===== config.mk =====
export PLATFORM = sky130hd
export DESIGN_NAME = adc_dsp_chain_config
export DESIGN_NICKNAME = d
export VERILOG_FILES = /design/src/verilog/dsp_cfg_pkg.sv /design/src/verilog/adc_dsp_chain_config.sv /design/src/verilog/channel_hp_volume.sv
export SDC_FILE = /design/constraint.sdc
export NUM_CORES = 2
export LEC_CHECK = 0
export ABC_AREA = 0
export BUFFER_PORTS_ARGS = -buffer_cell sky130_fd_sc_hd__buf_2
export CAP_MARGIN = 20
export CORE_AREA = 2 2 297 299
export CTS_BUF_LIST = sky130_fd_sc_hd__clkbuf_8
export CTS_CLUSTER_SIZE = 14
export DETAILED_ROUTE_END_ITERATION = 16
export DIE_AREA = 0 0 299 301
export PLACE_DENSITY = 0.63
export SKIP_CTS_REPAIR_TIMING = 1
export SLEW_MARGIN = 20
export SYNTH_ARGS = -nofsm -noshare
export SYNTH_HDL_FRONTEND = slang
export SYNTH_SLANG_ARGS = --single-unit

===== constraint.sdc =====
create_clock -name clk_sys_in -period 7.2 [get_ports clk_sys_in]
set_input_delay 0.72 -clock clk_sys_in [delete_from_list [all_inputs] [get_ports clk_sys_in]]
set_output_delay 0.72 -clock clk_sys_in [all_outputs]
set_load 0.02 [all_outputs]

===== src/verilog/dsp_cfg_pkg.sv =====
// constants for the recording-path dsp configuration block
//
// Contract
// - decimation response code 0 linear, 1 low latency, 2 ultra-low; resets 0; 3 never
// - summation code 1 outputs (ch1 + ch2) / 2; code 0 off; 2 and 3 reserved
// - highpass code 0 is a first-order iir that defaults to all-pass
// - highpass codes 1..3 cut at 0.00025, 0.002, 0.008 fs; reset code 1
// - link clear: each channel uses its own volume value
// - link set: all active channels use first channel volume, even if ch1 off
// - biquad count 0 none, 1..3 sections per channel; reset two
// - volume and mute ramp in soft steps unless soft-ramp-off is set
// - auto-gain target code n is -(6 + 2n) dB; resets to code 14
// - auto-gain ceiling code n is 3(n + 1) dB; resets to code 7
`default_nettype none

package dsp_cfg_pkg;
	// ----------------------------------------------------------------
	// register map
	// ----------------------------------------------------------------
	localparam logic [7:0] FILTER_SELECT_ADDR = 8'h6b;
	localparam logic [7:0] VOLUME_BIQUAD_ADDR = 8'h6c;
	localparam logic [7:0] AUTO_GAIN_ADDR = 8'h70;
	localparam logic [7:0] FILTER_SELECT_RESET = 8'h01;
	localparam logic [7:0] VOLUME_BIQUAD_RESET = 8'h48;
	localparam logic [7:0] AUTO_GAIN_RESET = 8'he7;
	// writable bits; read-only reserved bits stay zero
	localparam logic [7:0] FILTER_SELECT_WMASK = 8'h3f;
	localparam logic [7:0] VOLUME_BIQUAD_WMASK = 8'hfc;
	localparam logic [7:0] AUTO_GAIN_WMASK = 8'hff;

	// ----------------------------------------------------------------
	// field positions
	// ----------------------------------------------------------------
	localparam int DECIM_LSB = 4;
	localparam int SUM_LSB = 2;
	localparam int HP_LSB = 0;
	localparam int LINK_BIT = 7;
	localparam int BIQUAD_LSB = 5;
	localparam int SOFT_OFF_BIT = 4;
	localparam int AGC_EN_BIT = 3;
	localparam int TARGET_LSB = 4;
	localparam int CEIL_LSB = 0;

	// ----------------------------------------------------------------
	// field codes
	// ----------------------------------------------------------------
	localparam logic [1:0] DECIM_LINEAR = 2'h0;
	localparam logic [1:0] DECIM_LOW = 2'h1;
	localparam logic [1:0] DECIM_ULTRA = 2'h2;
	localparam logic [1:0] SUM_AVERAGE = 2'h1;
	localparam logic [1:0] HP_CUSTOM = 2'h0;
	localparam logic [1:0] HP_CUT_SLOW = 2'h1;
	localparam logic [1:0] HP_CUT_MID = 2'h2;
	localparam logic [3:0] CEIL_MAX_CODE = 4'hd;

	// ----------------------------------------------------------------
	// datapath sizing
	// ----------------------------------------------------------------
	localparam int SAMPLE_W = 24;
	// pole shifts approximate 2*pi*fc/fs for the three fixed cutoffs
	localparam int HP_SHIFT_SLOW = 9;
	localparam int HP_SHIFT_MID = 6;
	localparam int HP_SHIFT_FAST = 4;
	// extra output latency in samples per decimation response
	localparam int LAT_LINEAR = 2;
	localparam int LAT_LOW = 1;
	localparam int VOL_FRAC = 7;
	localparam int TARGET_BASE_DB = 6;
	localparam int TARGET_STEP_DB = 2;
	localparam int CEIL_STEP_DB = 3;
endpackage

`default_nettype wire


===== src/verilog/adc_dsp_chain_config.sv =====
// recording-path dsp configuration registers and per-sample processing chain
`default_nettype none

module adc_dsp_chain_config (
	// clock and reset
	input wire logic clk_sys_in,
	input wire logic rstn_in,
	// register port
	input wire logic [7:0] reg_addr_in,
	input wire logic reg_wr_en_in,
	input wire logic [7:0] reg_wdata_in,
	input wire logic reg_rd_en_in,
	output logic [7:0] reg_rdata_out,
	// settings held in other registers
	input wire logic [7:0] first_channel_volume_in,
	input wire logic [7:0] second_channel_volume_in,
	input wire logic [1:0] channel_active_in,
	input wire logic [1:0] per_channel_setup_agc_in,
	// samples from the modulators
	input wire logic sample_valid_in,
	input wire logic signed [23:0] ch1_sample_in,
	input wire logic signed [23:0] ch2_sample_in,
	// samples to the serial audio interface
	output logic sample_valid_out,
	output logic signed [23:0] ch1_sample_out,
	output logic signed [23:0] ch2_sample_out,
	// configuration seen by the rest of the chain
	output logic [1:0] biquad_count_out,
	output logic [1:0] agc_active_out,
	output logic [5:0] auto_gain_target_db_out,
	output logic [5:0] auto_gain_ceiling_db_out
);
	logic [7:0] filter_select_config_reg;
	logic [7:0] volume_biquad_config_reg;
	logic [7:0] auto_gain_level_config_reg;
	logic [1:0] decimation_response_sel;
	logic [1:0] channel_sum_sel;
	logic [1:0] highpass_sel;
	logic volume_link;
	logic soft_step_off;
	logic auto_gain_master_en;
	logic [3:0] auto_gain_target;
	logic [3:0] auto_gain_ceiling;
	logic [3:0] ceiling_code;
	logic signed [24:0] avg_sum;
	logic signed [23:0] pre_reg [2];
	logic pre_valid_reg;
	logic [7:0] vol_target [2];
	logic post_valid [2];
	logic signed [23:0] post [2];
	logic signed [23:0] dly1_reg [2];
	logic signed [23:0] dly2_reg [2];
	logic signed [23:0] out_next [2];

	assign decimation_response_sel = filter_select_config_reg[dsp_cfg_pkg::DECIM_LSB +: 2];
	assign channel_sum_sel = filter_select_config_reg[dsp_cfg_pkg::SUM_LSB +: 2];
	assign highpass_sel = filter_select_config_reg[dsp_cfg_pkg::HP_LSB +: 2];
	assign volume_link = volume_biquad_config_reg[dsp_cfg_pkg::LINK_BIT];
	assign soft_step_off = volume_biquad_config_reg[dsp_cfg_pkg::SOFT_OFF_BIT];
	assign auto_gain_master_en = volume_biquad_config_reg[dsp_cfg_pkg::AGC_EN_BIT];
	assign auto_gain_target = auto_gain_level_config_reg[dsp_cfg_pkg::TARGET_LSB +: 4];
	assign auto_gain_ceiling = auto_gain_level_config_reg[dsp_cfg_pkg::CEIL_LSB +: 4];

	// ----------------------------------------------------------------
	// register writes
	// ----------------------------------------------------------------
	// only writable bits take the bus value, so reserved read-only bits stay zero
	always_ff @(posedge clk_sys_in) begin
		if (!rstn_in) begin
			filter_select_config_reg <= dsp_cfg_pkg::FILTER_SELECT_RESET;
			volume_biquad_config_reg <= dsp_cfg_pkg::VOLUME_BIQUAD_RESET;
			auto_gain_level_config_reg <= dsp_cfg_pkg::AUTO_GAIN_RESET;
		end else if (reg_wr_en_in) begin
			if (reg_addr_in == dsp_cfg_pkg::FILTER_SELECT_ADDR) begin
				filter_select_config_reg <= reg_wdata_in & dsp_cfg_pkg::FILTER_SELECT_WMASK;
			end else if (reg_addr_in == dsp_cfg_pkg::VOLUME_BIQUAD_ADDR) begin
				volume_biquad_config_reg <= reg_wdata_in & dsp_cfg_pkg::VOLUME_BIQUAD_WMASK;
			end else if (reg_addr_in == dsp_cfg_pkg::AUTO_GAIN_ADDR) begin
				auto_gain_level_config_reg <= reg_wdata_in & dsp_cfg_pkg::AUTO_GAIN_WMASK;
			end
		end
	end

	// ----------------------------------------------------------------
	// register reads
	// ----------------------------------------------------------------
	always_ff @(posedge clk_sys_in) begin
		if (!rstn_in) begin
			reg_rdata_out <= 8'h00;
		end else if (reg_rd_en_in) begin
			if (reg_addr_in == dsp_cfg_pkg::FILTER_SELECT_ADDR) begin
				reg_rdata_out <= filter_select_config_reg;
			end else if (reg_addr_in == dsp_cfg_pkg::VOLUME_BIQUAD_ADDR) begin
				reg_rdata_out <= volume_biquad_config_reg;
			end else if (reg_addr_in == dsp_cfg_pkg::AUTO_GAIN_ADDR) begin
				reg_rdata_out <= auto_gain_level_config_reg;
			end else begin
				reg_rdata_out <= 8'h00;
			end
		end
	end

	// ----------------------------------------------------------------
	// auto-gain and biquad settings
	// ----------------------------------------------------------------
	// reserved ceiling codes clamp to the top legal gain rather than wrap
	assign ceiling_code = (auto_gain_ceiling > dsp_cfg_pkg::CEIL_MAX_CODE) ?
		dsp_cfg_pkg::CEIL_MAX_CODE : auto_gain_ceiling;

	always_ff @(posedge clk_sys_in) begin
		if (!rstn_in) begin
			auto_gain_target_db_out <= 6'h00;
			auto_gain_ceiling_db_out <= 6'h00;
			agc_active_out <= 2'h0;
			biquad_count_out <= 2'h0;
		end else begin
			auto_gain_target_db_out <= 6'(dsp_cfg_pkg::TARGET_BASE_DB +
				dsp_cfg_pkg::TARGET_STEP_DB * int'(auto_gain_target));
			auto_gain_ceiling_db_out <= 6'(dsp_cfg_pkg::CEIL_STEP_DB *
				(int'(ceiling_code) + 1));
			// master enable is ANDed with each channel's own setup and its active bit
			agc_active_out <= {2{auto_gain_master_en}} & per_channel_setup_agc_in &
				channel_active_in;
			biquad_count_out <= volume_biquad_config_reg[dsp_cfg_pkg::BIQUAD_LSB +: 2];
		end
	end

	// ----------------------------------------------------------------
	// channel summation
	// ----------------------------------------------------------------
	assign avg_sum = (25'(ch1_sample_in) + 25'(ch2_sample_in)) >>> 1;

	always_ff @(posedge clk_sys_in) begin
		if (!rstn_in) begin
			pre_valid_reg <= 1'b0;
			pre_reg[0] <= 24'sh000000;
			pre_reg[1] <= 24'sh000000;
		end else begin
			pre_valid_reg <= sample_valid_in;
			if (sample_valid_in && channel_sum_sel == dsp_cfg_pkg::SUM_AVERAGE) begin
				pre_reg[0] <= avg_sum[23:0];
				pre_reg[1] <= avg_sum[23:0];
			end else if (sample_valid_in) begin
				pre_reg[0] <= ch1_sample_in;
				pre_reg[1] <= ch2_sample_in;
			end
		end
	end

	// ----------------------------------------------------------------
	// volume source selection
	// ----------------------------------------------------------------
	// with the link set channel 1 volume drives both, even while channel 1 is off
	assign vol_target[0] = first_channel_volume_in;
	assign vol_target[1] = volume_link ? first_channel_volume_in : second_channel_volume_in;

	// ----------------------------------------------------------------
	// per-channel high-pass, volume and latency line
	// ----------------------------------------------------------------
	for (genvar c = 0; c < 2; c++) begin : g_chan
		channel_hp_volume u_chan (
			.clk_sys_in(clk_sys_in),
			.rstn_in(rstn_in),
			.highpass_sel_in(highpass_sel),
			.soft_step_off_in(soft_step_off),
			.vol_target_in(vol_target[c]),
			.valid_in(pre_valid_reg),
			.sample_in(pre_reg[c]),
			.valid_out(post_valid[c]),
			.sample_out(post[c])
		);

		always_ff @(posedge clk_sys_in) begin
			if (!rstn_in) begin
				dly1_reg[c] <= 24'sh000000;
				dly2_reg[c] <= 24'sh000000;
			end else if (post_valid[c]) begin
				dly1_reg[c] <= post[c];
				dly2_reg[c] <= dly1_reg[c];
			end
		end

		// code 3 is never programmed; it falls back to linear phase
		always_comb begin
			out_next[c] = dly2_reg[c];
			if (decimation_response_sel == dsp_cfg_pkg::DECIM_ULTRA) begin
				out_next[c] = post[c];
			end else if (decimation_response_sel == dsp_cfg_pkg::DECIM_LOW) begin
				out_next[c] = dly1_reg[c];
			end
			if (!channel_active_in[c]) begin
				out_next[c] = 24'sh000000;
			end
		end
	end

	always_ff @(posedge clk_sys_in) begin
		if (!rstn_in) begin
			sample_valid_out <= 1'b0;
			ch1_sample_out <= 24'sh000000;
			ch2_sample_out <= 24'sh000000;
		end else begin
			sample_valid_out <= post_valid[0];
			if (post_valid[0]) begin
				ch1_sample_out <= out_next[0];
				ch2_sample_out <= out_next[1];
			end
		end
	end

	// ----------------------------------------------------------------
	// checks
	// ----------------------------------------------------------------
	a_reset_fields: assert property (@(posedge clk_sys_in)
		!rstn_in |=> decimation_response_sel == dsp_cfg_pkg::DECIM_LINEAR &&
		highpass_sel == dsp_cfg_pkg::HP_CUT_SLOW && channel_sum_sel == 2'h0)
		else $error("filter select fields wrong after reset");
	a_ultra_latency: assert property (@(posedge clk_sys_in) disable iff (!rstn_in)
		post_valid[0] && channel_active_in[0] &&
		decimation_response_sel == dsp_cfg_pkg::DECIM_ULTRA |=>
		sample_valid_out && ch1_sample_out == $past(post[0]))
		else $error("ultra-low latency path delayed");
	a_sum_average: assert property (@(posedge clk_sys_in) disable iff (!rstn_in)
		sample_valid_in && channel_sum_sel == dsp_cfg_pkg::SUM_AVERAGE |=>
		pre_reg[0] == pre_reg[1] && pre_reg[0] == $past(avg_sum[23:0]))
		else $error("summation did not give the average");
	a_reserved_zero: assert property (@(posedge clk_sys_in) disable iff (!rstn_in)
		reg_rd_en_in && reg_addr_in == dsp_cfg_pkg::FILTER_SELECT_ADDR |=>
		reg_rdata_out[7:6] == 2'h0)
		else $error("reserved filter bits read nonzero");
	a_volume_own: assert property (@(posedge clk_sys_in) disable iff (!rstn_in)
		!volume_link |-> vol_target[1] == second_channel_volume_in)
		else $error("second channel lost its own volume");
	a_volume_link: assert property (@(posedge clk_sys_in) disable iff (!rstn_in)
		volume_link |-> vol_target[1] == first_channel_volume_in &&
		vol_target[0] == first_channel_volume_in)
		else $error("linked volume not taken from channel 1");
	a_biquad_reset: assert property (@(posedge clk_sys_in)
		!rstn_in ##1 rstn_in |=> biquad_count_out == 2'h2)
		else $error("biquad count not two after reset");
	a_target_decode: assert property (@(posedge clk_sys_in) disable iff (!rstn_in)
		auto_gain_target == 4'hf ##1 auto_gain_target == 4'hf |->
		auto_gain_target_db_out == 6'h24)
		else $error("target code 15 not 36 dB");
	a_ceiling_decode: assert property (@(posedge clk_sys_in) disable iff (!rstn_in)
		reg_wr_en_in && reg_addr_in == dsp_cfg_pkg::AUTO_GAIN_ADDR &&
		reg_wdata_in[3:0] == 4'hd |=> ##1 auto_gain_ceiling_db_out == 6'h2a)
		else $error("ceiling code 13 not 42 dB");
	c_sum_mode: cover property (@(posedge clk_sys_in) disable iff (!rstn_in)
		sample_valid_out && channel_sum_sel == dsp_cfg_pkg::SUM_AVERAGE);
	c_linked: cover property (@(posedge clk_sys_in) disable iff (!rstn_in)
		volume_link && !channel_active_in[0] && sample_valid_out);
	c_low_latency: cover property (@(posedge clk_sys_in) disable iff (!rstn_in)
		decimation_response_sel == dsp_cfg_pkg::DECIM_LOW && sample_valid_out);
	c_fixed_highpass: cover property (@(posedge clk_sys_in) disable iff (!rstn_in)
		highpass_sel == dsp_cfg_pkg::HP_CUT_MID && sample_valid_out);

	// ----------------------------------------------------------------
	// checks on the latency line and the derived settings
	// ----------------------------------------------------------------
	a_low_latency: assert property (@(posedge clk_sys_in) disable iff (!rstn_in)
		post_valid[0] && channel_active_in[0] &&
		decimation_response_sel == dsp_cfg_pkg::DECIM_LOW |=>
		ch1_sample_out == $past(dly1_reg[0]))
		else $error("low latency path not one sample late");

	a_linear_latency: assert property (@(posedge clk_sys_in) disable iff (!rstn_in)
		post_valid[0] && channel_active_in[0] &&
		decimation_response_sel == dsp_cfg_pkg::DECIM_LINEAR |=>
		ch1_sample_out == $past(dly2_reg[0]))
		else $error("linear path not two samples late");

	// an inactive channel keeps its slot but carries silence
	a_inactive_zero: assert property (@(posedge clk_sys_in) disable iff (!rstn_in)
		post_valid[0] && !channel_active_in[0] |=> ch1_sample_out == 24'sh000000)
		else $error("inactive channel not silent");

	a_sum_off: assert property (@(posedge clk_sys_in) disable iff (!rstn_in)
		sample_valid_in && channel_sum_sel != dsp_cfg_pkg::SUM_AVERAGE |=>
		pre_reg[0] == $past(ch1_sample_in) && pre_reg[1] == $past(ch2_sample_in))
		else $error("channels mixed with summation off");

	a_link_reset: assert property (@(posedge clk_sys_in)
		!rstn_in |=> !volume_link && !soft_step_off && auto_gain_master_en)
		else $error("volume fields wrong after reset");

	a_biquad_follow: assert property (@(posedge clk_sys_in) disable iff (!rstn_in)
		$past(rstn_in) |->
		biquad_count_out == $past(volume_biquad_config_reg[dsp_cfg_pkg::BIQUAD_LSB +: 2]))
		else $error("biquad count lags its field");

	a_target_reset: assert property (@(posedge clk_sys_in)
		!rstn_in ##1 rstn_in |=> auto_gain_target_db_out == 6'h22)
		else $error("target not 34 dB after reset");

	a_ceiling_reset: assert property (@(posedge clk_sys_in)
		!rstn_in ##1 rstn_in |=> auto_gain_ceiling_db_out == 6'h18)
		else $error("ceiling not 24 dB after reset");

	a_rdata_hold: assert property (@(posedge clk_sys_in) disable iff (!rstn_in)
		!reg_rd_en_in |=> $stable(reg_rdata_out))
		else $error("read data moved without a read");
endmodule // adc_dsp_chain_config

`default_nettype wire


===== src/verilog/channel_hp_volume.sv =====
// one channel: high-pass section followed by stepped digital volume
`default_nettype none

module channel_hp_volume (
	// clock and reset
	input wire logic clk_sys_in,
	input wire logic rstn_in,
	// settings
	input wire logic [1:0] highpass_sel_in,
	input wire logic soft_step_off_in,
	input wire logic [7:0] vol_target_in,
	// samples
	input wire logic valid_in,
	input wire logic signed [23:0] sample_in,
	output logic valid_out,
	output logic signed [23:0] sample_out
);
	logic signed [23:0] x_prev_reg;
	logic signed [23:0] hp_reg;
	logic hp_valid_reg;
	logic [7:0] vol_reg;
	logic signed [31:0] hp_next;
	logic signed [32:0] product;
	logic signed [32:0] scaled;
	int shift;

	function automatic logic signed [23:0] sat(input logic signed [31:0] v);
		if (v > 32'sh007fffff) begin
			return 24'sh7fffff;
		end else if (v < -32'sh00800000) begin
			return -24'sh800000;
		end
		return v[23:0];
	endfunction

	// ----------------------------------------------------------------
	// high-pass section
	// ----------------------------------------------------------------
	always_comb begin
		shift = dsp_cfg_pkg::HP_SHIFT_FAST;
		if (highpass_sel_in == dsp_cfg_pkg::HP_CUT_SLOW) begin
			shift = dsp_cfg_pkg::HP_SHIFT_SLOW;
		end else if (highpass_sel_in == dsp_cfg_pkg::HP_CUT_MID) begin
			shift = dsp_cfg_pkg::HP_SHIFT_MID;
		end
		// y = x - x_prev + y_prev * (1 - 2^-k)
		hp_next = 32'(sample_in) - 32'(x_prev_reg) + 32'(hp_reg) - 32'(hp_reg >>> shift);
		// custom section carries all-pass defaults; coefficients live elsewhere
		if (highpass_sel_in == dsp_cfg_pkg::HP_CUSTOM) begin
			hp_next = 32'(sample_in);
		end
	end

	always_ff @(posedge clk_sys_in) begin
		if (!rstn_in) begin
			x_prev_reg <= 24'sh000000;
			hp_reg <= 24'sh000000;
		end else if (valid_in) begin
			x_prev_reg <= sample_in;
			hp_reg <= sat(hp_next);
		end
	end

	// ----------------------------------------------------------------
	// volume, one code step per sample when ramping
	// ----------------------------------------------------------------
	always_ff @(posedge clk_sys_in) begin
		if (!rstn_in) begin
			vol_reg <= 8'h00;
		end else if (soft_step_off_in) begin
			vol_reg <= vol_target_in;
		end else if (valid_in && vol_reg < vol_target_in) begin
			vol_reg <= vol_reg + 8'h01;
		end else if (valid_in && vol_reg > vol_target_in) begin
			vol_reg <= vol_reg - 8'h01;
		end
	end

	assign product = hp_reg * $signed({1'b0, vol_reg});
	assign scaled = product >>> dsp_cfg_pkg::VOL_FRAC;

	always_ff @(posedge clk_sys_in) begin
		if (!rstn_in) begin
			hp_valid_reg <= 1'b0;
			valid_out <= 1'b0;
			sample_out <= 24'sh000000;
		end else begin
			hp_valid_reg <= valid_in;
			valid_out <= hp_valid_reg;
			if (hp_valid_reg) begin
				sample_out <= sat(scaled[31:0]);
			end
		end
	end

	// ----------------------------------------------------------------
	// checks
	// ----------------------------------------------------------------
	a_soft_ramp_step: assert property (@(posedge clk_sys_in) disable iff (!rstn_in)
		!soft_step_off_in && !$past(soft_step_off_in) |->
		(vol_reg - $past(vol_reg) <= 8'h01 || $past(vol_reg) - vol_reg <= 8'h01))
		else $error("volume jumped while ramping");
	a_hard_step: assert property (@(posedge clk_sys_in) disable iff (!rstn_in)
		soft_step_off_in |=> vol_reg == $past(vol_target_in))
		else $error("volume did not jump with ramp off");
	c_ramp_up: cover property (@(posedge clk_sys_in) disable iff (!rstn_in)
		valid_in && !soft_step_off_in && vol_reg < vol_target_in);
endmodule // channel_hp_volume

`default_nettype wire


==> metrics.txt <==
status finished, final reports clean; largest cells by area after synthesis fa_1 18%, dfxtp_1 13%, edfxtp_1 11%; area growth from synthesis to layout 7.93%; Hold Path Depth 3; Critical Path RT 7.74 ns; most instantiated cells after synthesis 645 x inv_1, 396 x nand2_1, 352 x fa_1; Static Leak 20.1 nW; Yosys cell types 88; R2R cell count 27; fin. max-slew vios 0; Peak VDD IR 0.239 mV; Initial Util 44.8%; Yosys top cell area share 18.2%; global-route wire length before repair 156 mm; overall power 0.0162 W; Synth Area in Compound Gates 16.6%; detail-routed net length per standard cell 16.9 microns; mapped cell area 38,800 sq um; largest net degree at the start of global routing 101; clk root buf clkbuf_8; Routed Wire Length 96.1 mm; pwr dens 387 nW/um^2; Routed Antenna Nets 0; Port Buf Inserts 160; vias per inst 5.31; Synth area leader fa_1; Min-Delay Path Class input pin to flop; Final Skew 0.0289 ns; DIE WIDTH 299 microns; Mapped Cells 4,436; Seq. cell area 9440 sq um; kind of critical path flop to flop; endpoints failing hold 0; Final setup violation count 0; vias in the first global route 29,110; clk_lat worst skew 0.66 ns; gpl congestion 0.920; Cell Area, Placed 40,500 sq um; worst-path maximum fanout 23; post-route cell area 41,900 sq um; Post-synth EDFFs 144; maximum clock rate 0.153 GHz; Finished Core Util 48.4%; Worst Setup End Kind flop; post-synthesis sequential area ratio 24.3%; post-DP HPWL 75.2 mm; CTS tree done; layout cell share with drive strength beyond 1 8.17%; GRT Util Overall 21.3%; post-route setup TNS 0 ns; count leader, synth inv_1; Post-Synth XOR/XNOR Area 3.79%; simple-gate share of the synthesized area 15.9%; cts bufs inserted 71; Tmin final 6.53 ns; combinational family with the most area after synthesis adder cells; area of the core 86,500 sq um; H-tree depth 3; initial antenna violation count 2; Multi-input gate area 26,000 sq um; adder-cell area share of the yosys netlist 27.4%; fillers 8,340; Overflow after GRT 0; Die Y 301 microns; asr flop ratio synth 0%; # clock sinks 399; die area 90,000 sq um; Relative slew margins 24.4%; multiplexer share of the synthesized area 3.21%; nets 5,201; dominant synthesized flop cell dfxtp_1; CP arrival 7.07 ns; yosys warns 0; I/O pin count 162; Post-route DRC 0; Initial DRT Pass Iterations 5; MaxCap Viol Count 0; vias 30,158; crit path launch type flop; CTS clk-pin slew, worst paths 0.06 ns; Mapped Nets 5,163; FF+latch count, synth 399; RSZ-0062 raised after global routing false; final period utilization 90.7%; CTS max path bufs 3; slew at the pin closest to its max-slew limit 1.13 ns; Avg Cell Area, Syn 8.74 sq um; Row Count 108; initial DRC count 2,247
-- worst paths after layout --
path,start,endpoint,slack [ns]
worst max-delay path,g_chan[1].u_chan.hp_reg[0],g_chan[1].u_chan.hp_reg[4],0.67
worst max register to register,g_chan[1].u_chan.hp_reg[0],g_chan[1].u_chan.hp_reg[4],0.67
worst min register to register,ch2_sample_out[13],ch2_sample_out[13],0.47
worst min-delay path,reg_wdata_in[6],auto_gain_level_config_reg[6],0.30
-- metal layers --
| layer | vias to the layer above | part of all wire, % | global-route usage [%] | routed length, microns |
|---|---|---|---|---|
| met1 | 14344 | 50 | 32.1 | 47700 |
| li1 | 14908 | - | - | - |
| met5 | - | 0 | 0 | 0 |
| met3 | 115 | 6.2 | 3.30 | 5960 |
| met4 | 0 | 2.0 | 4.88 | 1930 |
| met2 | 791 | 42 | 32.0 | 40500 |
-- cell type report --
class                      instances  area share, %
clock inverter                    48          0.649
sequential                       399           22.6
multi-input combinational       3138           62.0
inverter                         647           5.81
clock buffer                      77           2.53
tap                             1155           3.45
timing repair buffer             217           2.94
antenna                            1        0.00598
-- where the power goes --
group          internal (W)  leakage [nW]  total (W)  switching, W
Sequential          0.00255          3.60    0.00297      0.000428
Combinational       0.00465          15.7     0.0112       0.00659
Clock               0.00103         0.784    0.00200      0.000964
Total               0.00823          20.1     0.0162       0.00798
-- critical path: stages (launching register included) --
cell	delay (ns)
dfxtp_1	0.50
inv_1	0.08
ha_1	0.28
inv_1	0.04
ha_1	0.21
fa_1	0.49
a211oi_1	0.34
o21ai_0	0.19
o311a_1	0.36
a311oi_1	0.37
o21ai_0	0.18
o21ai_0	0.23
nor2b_1	0.26
inv_1	0.06
a31oi_1	0.19
xnor2_1	0.14
ha_1	0.29
a21o_1	0.19
a21oi_1	0.22
nor2b_1	0.07
o21ai_0	0.16
nand2b_1	0.07
a41oi_1	0.24
mux2_2	0.38
nor4_1	0.27
a21oi_1	0.10
buf_4	0.22
a221o_1	0.28
-- logic make-up after synthesis --
| logic type | Yosys count |
|---|---|
| compound gates | 970 |
| xor+xnor | 168 |
| fa+ha+maj | 638 |
| buf+inv | 899 |
| flops | 399 |
| mux | 124 |
| other cells | 1 |
| simple gates | 1237 |
-- cells in the final DEF, fill, tap and decap left out, types with 29 or more instances in the layout --
cell	Yosys	final
a21o_1	64	64
nand2_1	396	396
xor2_1	61	61
nor2_1	223	220
and3_1	113	113
buf_2	10	159
o21a_1	34	34
a211oi_1	101	101
and2_1	235	235
ha_1	286	286
nor3_1	29	29
fa_1	352	352
inv_1	645	677
dfxtp_1	255	251
o22ai_1	34	34
a21oi_1	294	294
clkbuf_8	0	77
edfxtp_1	144	144
buf_4	1	58
xnor2_1	107	107
o21ai_0	179	179
a22o_1	61	61
mux2i_1	120	120
nor2b_1	81	81
nand2b_1	35	34
nand3_1	42	42
-- metrics by stage --
step	std cells	setup WS (ns)	hold WS, ns
finish	5682	0.670	0.302
global route	5682	0.0836	0.272
CTS	5681	0.657	0.233
detailed placement	5556	0.697	0.462
global placement	5556	0.776	0.455
floorplan	4436	1.31	0.433
Note: power is estimated with default switching activity, not from simulation.
